### src/rtl/rru_pkg.sv
package rru_pkg;

  // Register byte offsets
  localparam logic [4:0] RRU_CTRL_OFS   = 5'h00;
  localparam logic [4:0] RRU_OPND_OFS   = 5'h04;
  localparam logic [4:0] RRU_WORK_OFS   = 5'h08;
  localparam logic [4:0] RRU_INSTR_OFS  = 5'h0c;
  localparam logic [4:0] RRU_STATUS_OFS = 5'h10;
  localparam logic [4:0] RRU_RESULT_OFS = 5'h14;
  localparam logic [4:0] RRU_ADDR_OFS   = 5'h18;

  // Control register fields
  localparam int RRU_CTRL_CARRY_BIT = 0;
  localparam int RRU_CTRL_EXT_BIT   = 1;
  localparam int RRU_CTRL_BANK_LSB  = 8;

  // Status register fields
  localparam int RRU_ST_BUSY_BIT    = 0;
  localparam int RRU_ST_DONE_BIT    = 1;
  localparam int RRU_ST_ILLEGAL_BIT = 2;
  localparam int RRU_ST_INDEXED_BIT = 3;
  localparam int RRU_ST_CARRY_BIT   = 4;
  localparam int RRU_ST_NEG_BIT     = 5;
  localparam int RRU_ST_ZERO_BIT    = 6;

  // Instruction word fields
  localparam int RRU_OPC_LSB  = 10;
  localparam int RRU_DEST_BIT = 9;
  localparam int RRU_ACC_BIT  = 8;

  localparam logic [5:0] RRU_OPC_ROTATE_LEFT_NO_CARRY = 6'h11;
  localparam logic [5:0] RRU_OPC_ROTATE_RIGHT_CARRY   = 6'h0c;
  localparam logic [7:0] RRU_INDEXED_LIMIT            = 8'h5f;
  localparam logic [3:0] RRU_FAST_BANK                = 4'h0;

  typedef enum logic [2:0] {
    PH_IDLE,
    PH_Q1,
    PH_Q2,
    PH_Q3,
    PH_Q4
  } rru_phase_t;

  typedef struct packed {
    logic        en;
    logic [11:0] addr;
    logic [7:0]  data;
  } rru_file_wr_t;

  typedef struct packed {
    rru_phase_t   phase;
    logic         wreq;
    logic [31:0]  rdata;
    logic [15:0]  instr;
    logic [7:0]   opnd;
    logic [7:0]   src;
    logic [7:0]   work;
    logic [7:0]   res;
    logic         carry;
    logic         neg;
    logic         zero;
    logic         ext;
    logic [3:0]   bank;
    logic         illegal;
    logic         indexed;
    logic         done;
    logic [11:0]  addr;
    rru_file_wr_t fwr;
  } rru_state_t;

  localparam rru_state_t RRU_STATE_RESET = '{
    phase: PH_IDLE, wreq: 1'b1, rdata: 32'h0000_0000, instr: 16'h0000,
    opnd: 8'h00, src: 8'h00, work: 8'h00, res: 8'h00,
    carry: 1'b0, neg: 1'b0, zero: 1'b0, ext: 1'b0, bank: 4'h0,
    illegal: 1'b0, indexed: 1'b0, done: 1'b0, addr: 12'h000,
    fwr: '{en: 1'b0, addr: 12'h000, data: 8'h00}
  };

endpackage

### src/rtl/rru_rotate_unit.sv
// Operation
// RQ1: Left rotate, bit7 into bit0, carry kept
// RQ2: Right rotate through carry, bit0 to carry
// RQ3: Dest bit: 0 working reg, 1 file reg
// RQ4: Access bit: 0 fast bank, 1 bank register
// RQ5: Extended, access 0, field<=95: indexed mode
// RQ6: One cycle: decode, read, process, write
// RQ7: Negative is result bit7, zero when result 0
`timescale 1ns/1ps
`default_nettype none
module rru_rotate_unit
  import rru_pkg::*;
(
  // Clock and reset
  input  wire logic        sys_clk_in,
  input  wire logic        sys_rst_in,
  // Avalon-MM slave
  input  wire logic [4:0]  avs_address_in,
  input  wire logic        avs_read_in,
  input  wire logic        avs_write_in,
  input  wire logic [31:0] avs_writedata_in,
  input  wire logic [3:0]  avs_byteenable_in,
  output logic      [31:0] avs_readdata_out,
  output logic             avs_waitrequest_out,
  // File register write port
  output rru_file_wr_t     file_wr_out
);

  rru_state_t s_reg;
  rru_state_t s_next;

  function automatic logic [31:0] merge_be(input logic [31:0] old, input logic [31:0] wd,
                                           input logic [3:0] be);
    logic [31:0] r;
    r = old;
    for (int i = 0; i < 4; i++) begin
      if (be[i]) begin
        r[i*8 +: 8] = wd[i*8 +: 8];
      end
    end
    return r;
  endfunction

  function automatic logic [7:0] rot_left(input logic [7:0] v);
    return {v[6:0], v[7]};
  endfunction

  function automatic logic [7:0] rot_right_c(input logic [7:0] v, input logic c);
    return {c, v[7:1]};
  endfunction

  logic [5:0]  opc;
  logic        is_rl;
  logic        is_rr;
  logic        accept;
  logic [31:0] ctrl_word;
  logic [31:0] status_word;
  logic [31:0] merged;

  assign opc   = s_reg.instr[15:RRU_OPC_LSB];
  assign is_rl = (opc == RRU_OPC_ROTATE_LEFT_NO_CARRY);
  assign is_rr = (opc == RRU_OPC_ROTATE_RIGHT_CARRY);
  // Writes stall while an instruction is in flight; reads never do
  assign accept = s_reg.wreq && (avs_read_in || (avs_write_in && s_reg.phase == PH_IDLE));

  always_comb begin
    ctrl_word = 32'h0000_0000;
    ctrl_word[RRU_CTRL_CARRY_BIT] = s_reg.carry;
    ctrl_word[RRU_CTRL_EXT_BIT] = s_reg.ext;
    ctrl_word[RRU_CTRL_BANK_LSB +: 4] = s_reg.bank;
    status_word = 32'h0000_0000;
    status_word[RRU_ST_BUSY_BIT] = (s_reg.phase != PH_IDLE);
    status_word[RRU_ST_DONE_BIT] = s_reg.done;
    status_word[RRU_ST_ILLEGAL_BIT] = s_reg.illegal;
    status_word[RRU_ST_INDEXED_BIT] = s_reg.indexed;
    status_word[RRU_ST_CARRY_BIT] = s_reg.carry;
    status_word[RRU_ST_NEG_BIT] = s_reg.neg;
    status_word[RRU_ST_ZERO_BIT] = s_reg.zero;
  end

  always_comb begin
    s_next = s_reg;
    s_next.fwr.en = 1'b0;
    s_next.wreq = !accept;
    merged = 32'h0000_0000;
    if (accept && avs_read_in) begin
      unique case (avs_address_in)
        RRU_CTRL_OFS:   s_next.rdata = ctrl_word;
        RRU_OPND_OFS:   s_next.rdata = {24'h000000, s_reg.opnd};
        RRU_WORK_OFS:   s_next.rdata = {24'h000000, s_reg.work};
        RRU_INSTR_OFS:  s_next.rdata = {16'h0000, s_reg.instr};
        RRU_STATUS_OFS: s_next.rdata = status_word;
        RRU_RESULT_OFS: s_next.rdata = {24'h000000, s_reg.res};
        RRU_ADDR_OFS:   s_next.rdata = {20'h00000, s_reg.addr};
        default:        s_next.rdata = 32'h0000_0000;
      endcase
    end
    if (!s_reg.wreq && avs_write_in) begin
      unique case (avs_address_in)
        RRU_CTRL_OFS: begin
          merged = merge_be(ctrl_word, avs_writedata_in, avs_byteenable_in);
          s_next.carry = merged[RRU_CTRL_CARRY_BIT];
          s_next.ext = merged[RRU_CTRL_EXT_BIT];
          s_next.bank = merged[RRU_CTRL_BANK_LSB +: 4];
        end
        RRU_OPND_OFS: begin
          merged = merge_be({24'h000000, s_reg.opnd}, avs_writedata_in, avs_byteenable_in);
          s_next.opnd = merged[7:0];
        end
        RRU_WORK_OFS: begin
          merged = merge_be({24'h000000, s_reg.work}, avs_writedata_in, avs_byteenable_in);
          s_next.work = merged[7:0];
        end
        RRU_INSTR_OFS: begin
          merged = merge_be({16'h0000, s_reg.instr}, avs_writedata_in, avs_byteenable_in);
          s_next.instr = merged[15:0];
          s_next.phase = PH_Q1;
          s_next.done = 1'b0;
          s_next.illegal = 1'b0;
        end
        default: begin
        end
      endcase
    end
    unique case (s_reg.phase)
      PH_IDLE: begin
      end
      PH_Q1: begin
        if (is_rl || is_rr) begin
          s_next.phase = PH_Q2;
          s_next.indexed = s_reg.ext && !s_reg.instr[RRU_ACC_BIT]
                           && (s_reg.instr[7:0] <= RRU_INDEXED_LIMIT);   // [RQ5]
          s_next.addr = s_reg.instr[RRU_ACC_BIT] ? {s_reg.bank, s_reg.instr[7:0]}
                                                 : {RRU_FAST_BANK, s_reg.instr[7:0]};   // [RQ4]
        end else begin
          s_next.phase = PH_IDLE;
          s_next.illegal = 1'b1;
        end
      end
      PH_Q2: begin
        s_next.src = s_reg.opnd;   // [RQ6]
        s_next.phase = PH_Q3;
      end
      PH_Q3: begin
        s_next.res = is_rl ? rot_left(s_reg.src)                  // [RQ1]
                           : rot_right_c(s_reg.src, s_reg.carry);  // [RQ2]
        s_next.phase = PH_Q4;
      end
      PH_Q4: begin
        s_next.neg = s_reg.res[7];            // [RQ7]
        s_next.zero = (s_reg.res == 8'h00);   // [RQ7]
        if (is_rr) begin
          s_next.carry = s_reg.src[0];   // [RQ2]
        end
        if (s_reg.instr[RRU_DEST_BIT]) begin
          s_next.opnd = s_reg.res;   // [RQ3]
          s_next.fwr.en = 1'b1;
          s_next.fwr.addr = s_reg.addr;
          s_next.fwr.data = s_reg.res;
        end else begin
          s_next.work = s_reg.res;   // [RQ3]
        end
        s_next.done = 1'b1;
        s_next.phase = PH_IDLE;   // [RQ6]
      end
    endcase
  end

  always_ff @(posedge sys_clk_in) begin
    if (sys_rst_in) begin
      s_reg <= RRU_STATE_RESET;
    end else begin
      s_reg <= s_next;
    end
  end

  assign avs_readdata_out    = s_reg.rdata;
  assign avs_waitrequest_out = s_reg.wreq;
  assign file_wr_out         = s_reg.fwr;
endmodule
`default_nettype wire

### config.mk
export PLATFORM = sky130hd
export DESIGN_NAME = rru_rotate_unit
export DESIGN_NICKNAME = d
export VERILOG_FILES = /design/src/rtl/rru_pkg.sv /design/src/rtl/rru_rotate_unit.sv
export SDC_FILE = /design/constraint.sdc
export NUM_CORES = 1
export LEC_CHECK = 0
export ABC_AREA = 1
export ABC_CLOCK_PERIOD_IN_PS = 3800
export BUFFER_PORTS_ARGS = -buffer_cell sky130_fd_sc_hd__buf_2
export CORE_MARGIN = 2
export CORE_UTILIZATION = 35
export CTS_CLUSTER_SIZE = 20
export DETAILED_ROUTE_END_ITERATION = 10
export SLEW_MARGIN = 20
export SYNTH_ARGS = -nofsm -noshare
export SYNTH_HDL_FRONTEND = slang
export SYNTH_SLANG_ARGS = --single-unit
### constraint.sdc
create_clock -name sys_clk_in -period 3.8 [get_ports sys_clk_in]
set_input_delay 0.57 -clock sys_clk_in [delete_from_list [all_inputs] [get_ports sys_clk_in]]
set_output_delay 0.57 -clock sys_clk_in [all_outputs]
set_load 0.01 [all_outputs]
==> qor.csv, run 1 <==
metric;value;unit
gr-total-overflow;0;
stdcell_area;0.00587;mm²
clockRootBuffer;clkbuf_16;
final_util;0.385;
power_switching;0.000649;W
hold_path_class;in2reg;
ys_types;29;
drc;0;
core;0.0153;mm²
cts_resized;0;
grt_pass1_wl;23000;µm
seq_area_frac_synth;0.409;
antenna_found_initial;0;
synth_area_leader_cell;dfxtp_1;
grt_pass1_vias;4333;
maxCapViolations;0;
ant_nets;0;
numCtsBuffers;9;
routabilityCongestion;0.861;
fin_skew;0.0117;ns
hold_viol;0;
worstPathRequired;4.09;ns
largest_register_ffs;62;
vdd_drop_max;231;µV
rows;45;
startpoint;s_reg[125];
tightest_slew;0.678;ns
crit_type;reg2reg;
cts.path.max_buffers;2;
dp_hpwl;10200;µm
p_comb_frac;0.084;
first_iter_violations;542;
report.final.setup_viol;0;
firstDrtPassIters;5;
ios;99;
track_usage;0.177;
areaGrowthSynthToFinish;7.19;%
crit_fanout;27;
grt_max_degree;64;
via_count;4777;
layout-drive-gt1-share;0.147;
powerDensity;416;mW/mm²
rsz0062_at_grt;false;
syn_inst;783;
place_area;0.00556;mm²
synth_top_area_share;0.409;
fin_nets;831;
die_h;129;µm
r2r_start;s_reg[125];
cts_sinks;112;
finalSetupTns;0;ns
hold_slack;0.430;ns
hold_start;avs_read_in;
yosysWarnings;0;
syn_area;0.00548;mm²
hold_buffers;0;
crit_arrival;2.54;ns
start_kind;flop;
power.leakage;2.47;nW
ys_ff_latch;112;
fin_crit_sh;0.593;
outcome;finished, final reports clean;
p_int;0.00179;W
switching_share;0.266;
cp-end-kind;flop;
start_util;0.359;
wl;14200;µm
cts_setup_buffers;0;
synthTopCellsByArea;dfxtp_1 (41%), nand2_1 (11%), a21oi_1 (7.9%), buf_4 (7.8%), o21ai_0 (5.3%);
cts_tree;built;
viasPerCell;4.77;
portBuffers;64;
p_clk_frac;0.412;
drt-wirelength-per-cell;14.2;µm
insertion_delay;0.37;ns
reg2reg_slack;1.55;ns
die_w;129;µm
n_antenna_cell;0;
relSlewSlack;0.548;
dieArea;0.0167;mm²
final.min_clock_period;2.25;ns
finalMaxSlewViolations;0;
syn_avg_cell_area;7.00;µm²
path_clk_slew;0.08;ns
fmax;444;MHz
seqPwrFrac;0.504;
cts_max_level;3;
final cells by class:
| class | instances | area, µm² |
|---|---|---|
| clock buffer | 10 | 239 |
| clock inverter | 6 | 75.1 |
| fill | 1645 | 9380 |
| inverter | 84 | 315 |
| multi-input combinational | 512 | 2400 |
| sequential | 112 | 2240 |
| tap | 211 | 264 |
| timing repair buffer | 67 | 343 |
worst max-delay path: stages, from the launching register on:
cell     delay (ns)
dfxtp_1        0.59
nor2_1         0.12
nand2_2        0.19
inv_2          0.06
nand2_2        0.40
inv_2          0.38
a21oi_1        0.19
o21ai_0        0.10
a21oi_1        0.11
final timing paths:
check                           depth (start not counted)             endpoint
worst max-delay path                                    8            s_reg[69]
worst min-delay path                                    2  avs_waitrequest_out
worst max register to register                          8            s_reg[69]
worst min register to register                          2            s_reg[79]
power by group through the flow:
stage / logic (W) / clock network (W) / registers, W
CTS: 0.000206 / 0.00103 / 0.00123
global route: 0.000235 / 0.00106 / 0.00124
finish: 0.000206 / 0.00101 / 0.00123
detailed placement: 0.000205 / 0 / 0.00126
global placement: 0.000204 / 0 / 0.00126
floorplan: 0.000173 / 0 / 0.00124
cell families after synthesis:
group                  after synthesis  synth area share
AND/OR/NAND/NOR                    331             0.266
buffers and inverters              174             0.164
AO/OA/AOI/OAI                      165             0.160
flip-flops                         112             0.409
other                                1          0.000684
Yosys cell counts:
library cell,instances
nand2_1,163
dfxtp_1,112
a21oi_1,87
nor2_1,76
inv_1,73
o21ai_0,58
buf_4,57
nand3_1,34
nand4_1,30
clkbuf_1,17
buf_2,13
o211ai_1,12
inv_2,11
nand2_2,6
nor2_2,6
or2_0,5
nor2_4,4
nor3_1,3
o21ai_1,3
a211oi_2,2
buf_6,2
nand3_2,2
a31oi_1,1
buf_1,1
conb_1,1
nand4_2,1
o22ai_1,1
o31ai_1,1
or2_2,1
layout by cell type, fill, tap and decap left out, drive strengths merged:
| cell type | synthesis | layout |
|---|---|---|
| a21oi | 87 | 87 |
| clkinvlp | 0 | 1 |
| nand4 | 31 | 31 |
| o22ai | 1 | 1 |
| inv | 84 | 86 |
| clkbuf | 17 | 10 |
| conb | 1 | 16 |
| a211oi | 2 | 2 |
| o21ai | 61 | 61 |
| nor3 | 3 | 3 |
| dfxtp | 112 | 112 |
| nand3 | 36 | 36 |
| buf | 73 | 67 |
| nor2 | 86 | 86 |
| o211ai | 12 | 12 |
| nand2 | 169 | 169 |
| clkinv | 0 | 2 |
| or2 | 6 | 6 |
| a31oi | 1 | 1 |
| o31ai | 1 | 1 |
| bufinv | 0 | 1 |
metrics by stage:
step                      setup WS (ns)  power (W)  cells
after floorplan                    2.17    0.00141    798
final                              1.55    0.00244   1002
after global placement             1.26    0.00146    986
after CTS                          1.51    0.00246   1002
after detailed placement           1.22    0.00146    986
after global routing               1.24    0.00254   1002
per-layer routing:
| layer | vias to the layer above | GRT usage | share of wire |
|---|---|---|---|
| li1 | 2481 | - | - |
| met1 | 2157 | 0.241 | 0.49 |
| met2 | 121 | 0.278 | 0.45 |
| met3 | 18 | 0.0289 | 0.038 |
| met4 | 0 | 0.0774 | 0.024 |
| met5 | - | 0 | 0 |
(Power assumes the default switching activity.)
==> run 2, diff against run 1 <==
--- a/config.mk
+++ b/config.mk
@@ -6,7 +6,7 @@
 export NUM_CORES = 1
 export LEC_CHECK = 0
 export ABC_AREA = 1
-export ABC_CLOCK_PERIOD_IN_PS = 3800
+export ABC_CLOCK_PERIOD_IN_PS = 2000
 export BUFFER_PORTS_ARGS = -buffer_cell sky130_fd_sc_hd__buf_2
 export CORE_MARGIN = 2
 export CORE_UTILIZATION = 35
==> constraint.sdc (replaced) <==
create_clock -name sys_clk_in -period 2 [get_ports sys_clk_in]
set_input_delay 0.3 -clock sys_clk_in [delete_from_list [all_inputs] [get_ports sys_clk_in]]
set_output_delay 0.3 -clock sys_clk_in [all_outputs]
set_load 0.01 [all_outputs]
==> run 2 against run 1 <==
Against the previous run: global-route usage down 0.21 points; register-to-register slack worse by 1.2 ns; first-iteration DRC count shrank 35%; largest power group unchanged; non-clock buffer count is 18 higher; hold slack got worse by 0.25 ns; count of clock-buffer cells in the layout unchanged; worst setup slack lost 1.2 ns; power rose by 100%; clock skew shrank 0.0043 ns; design area rose by 3.4%.
==> qor.csv, run 2 (same netlist as run 1, synthesis figures left out) <==
metric;value;unit;change
outcome;finished, final reports clean;;
relSlewSlack;0.527;;-0.0208
ant_nets;0;;unchanged
layout-drive-gt1-share;0.166;;+0.0190
vdd_drop_max;375;µV;+62%
seqCellArea;0.00224;mm²;unchanged
cts_sinks;112;;unchanged
busiest_layer;met2;;
fmax;607;MHz;+37%
hold_path_class;in2reg;;
rsz0062_at_grt;false;;
core;0.0153;mm²;unchanged
crit_fanout;10;;-63%
routabilityCongestion;0.873;;+1.4%
worstPathRequired;2.28;ns;-1.81 ns
final_cell_mix;nand2_1 (163), dfxtp_1 (112), a21oi_1 (87);;
finalMaxSlewViolations;0;;unchanged
cp-end-kind;flop;;
grt_max_degree;64;;unchanged
track_usage;0.175;;-0.00209
dp_hpwl;10700;µm;+4.3%
nFillCells;1639;;-0.36%
crit_arrival;1.93;ns;-0.61 ns
die_w;129;µm;unchanged
ios;99;;unchanged
antenna_found_initial;0;;unchanged
met3_usage;0.0252;;-0.00372
die_h;129;µm;unchanged
n_antenna_cell;0;;unchanged
finalSetupTns;0;ns;unchanged
largest_register_ffs;62;;unchanged
first_iter_violations;353;;-35%
via_count;4899;;+2.6%
wl;14500;µm;+2.1%
power.leakage;2.59;nW;+4.8%
portBuffers;64;;unchanged
fin_crit_sh;0.823;;+0.231
final.min_clock_period;1.65;ns;-0.605 ns
drc;0;;unchanged
report.final.setup_viol;0;;unchanged
start_kind;flop;;
start_util;0.359;;unchanged
final_common_cell;nand2_1;;
use_met2;0.272;;-0.00588
areaGrowthSynthToFinish;10.8;%;
numCtsBuffers;9;;unchanged
hold_viol;0;;unchanged
gr-usage-met1;0.246;;+0.00522
tightest_slew;0.709;ns;+0.0311 ns
rows;45;;unchanged
clockRootBuffer;clkbuf_16;;
hold_buffers;0;;unchanged
path_clk_slew;0.07;ns;about the same
cts_max_level;3;;unchanged
cts_tree;built;;
dieArea;0.0167;mm²;unchanged
drt-wirelength-per-cell;14.3;µm;+0.30%
fin_nets;849;;+2.2%
crit_type;reg2reg;;
cts_resized;0;;unchanged
cts_setup_buffers;0;;unchanged
grt_pass1_wl;22700;µm;-1.4%
viasPerCell;4.80;;+0.74%
maxCapViolations;0;;unchanged
gr-total-overflow;0;;unchanged
insertion_delay;0.36;ns;about the same
fin_skew;0.00742;ns;-0.00431 ns
cts.path.max_buffers;2;;unchanged
grt_pass1_vias;4279;;-1.2%
power;0.00488;W;+100%
multi_input_area;0.00240;mm²;unchanged
firstDrtPassIters;5;;unchanged
powerDensity;804;mW/mm²;+93%
run 2: changes by cell type in the layout (fill, tap and decap cells not counted), sizes merged:
cell      delta
buf         +18
bufinv       +2
clkinv       -1
clkinvlp     -1
run 2: final timing paths:
path	startpoint	to	slack [ns]	depth (start not counted)
worst max-delay path	avs_waitrequest_out	s_reg[70]	0.35	9
worst max register to register	avs_waitrequest_out	s_reg[70]	0.35	9
worst min register to register	avs_readdata_out[3]	avs_readdata_out[3]	0.46	2
worst min-delay path	avs_read_in	avs_waitrequest_out	0.18	2
run 2: worst max-delay path: stages (launching register included):
cell,delay [ns]
dfxtp_1,0.34
inv_2,0.05
nand2_1,0.12
nor2_2,0.27
inv_2,0.18
nor2_4,0.27
nor2_1,0.06
nor2_1,0.09
nand2_1,0.05
a21oi_1,0.12
run 2: per-layer routing:
| metal | share of wire | up-vias |
|---|---|---|
| met3 | 0.037 | 25 |
| met5 | 0 | - |
| li1 | - | 2516 |
| met1 | 0.49 | 2238 |
| met4 | 0.026 | 0 |
| met2 | 0.45 | 120 |
run 2: layout make-up:
class | instances | area share
clock buffer | 10 | 0.0394
clock inverter | 6 | 0.0185
inverter | 84 | 0.0519
multi-input combinational | 512 | 0.395
sequential | 112 | 0.369
tap | 211 | 0.0435
timing repair buffer | 85 | 0.0828
run 2: where the power goes:
group          internal, W  switching (W)
clock              0.00127       0.000844
sequential         0.00228      0.0000332
combinational     0.000139       0.000323
total              0.00368        0.00120
run 2: stage by stage:
stage	cells	setup slack, ns	utilization	hold WS (ns)	instance area [µm²]
detailed placement	1004	0.219	0.375	0.451	5720
CTS	1020	0.370	0.398	0.174	6070
finish	1020	0.353	0.398	0.181	6070
floorplan	798	0.641	-	0.430	5540
global route	1020	0.255	0.398	0.201	6070
global placement	1004	0.228	0.375	0.446	5720
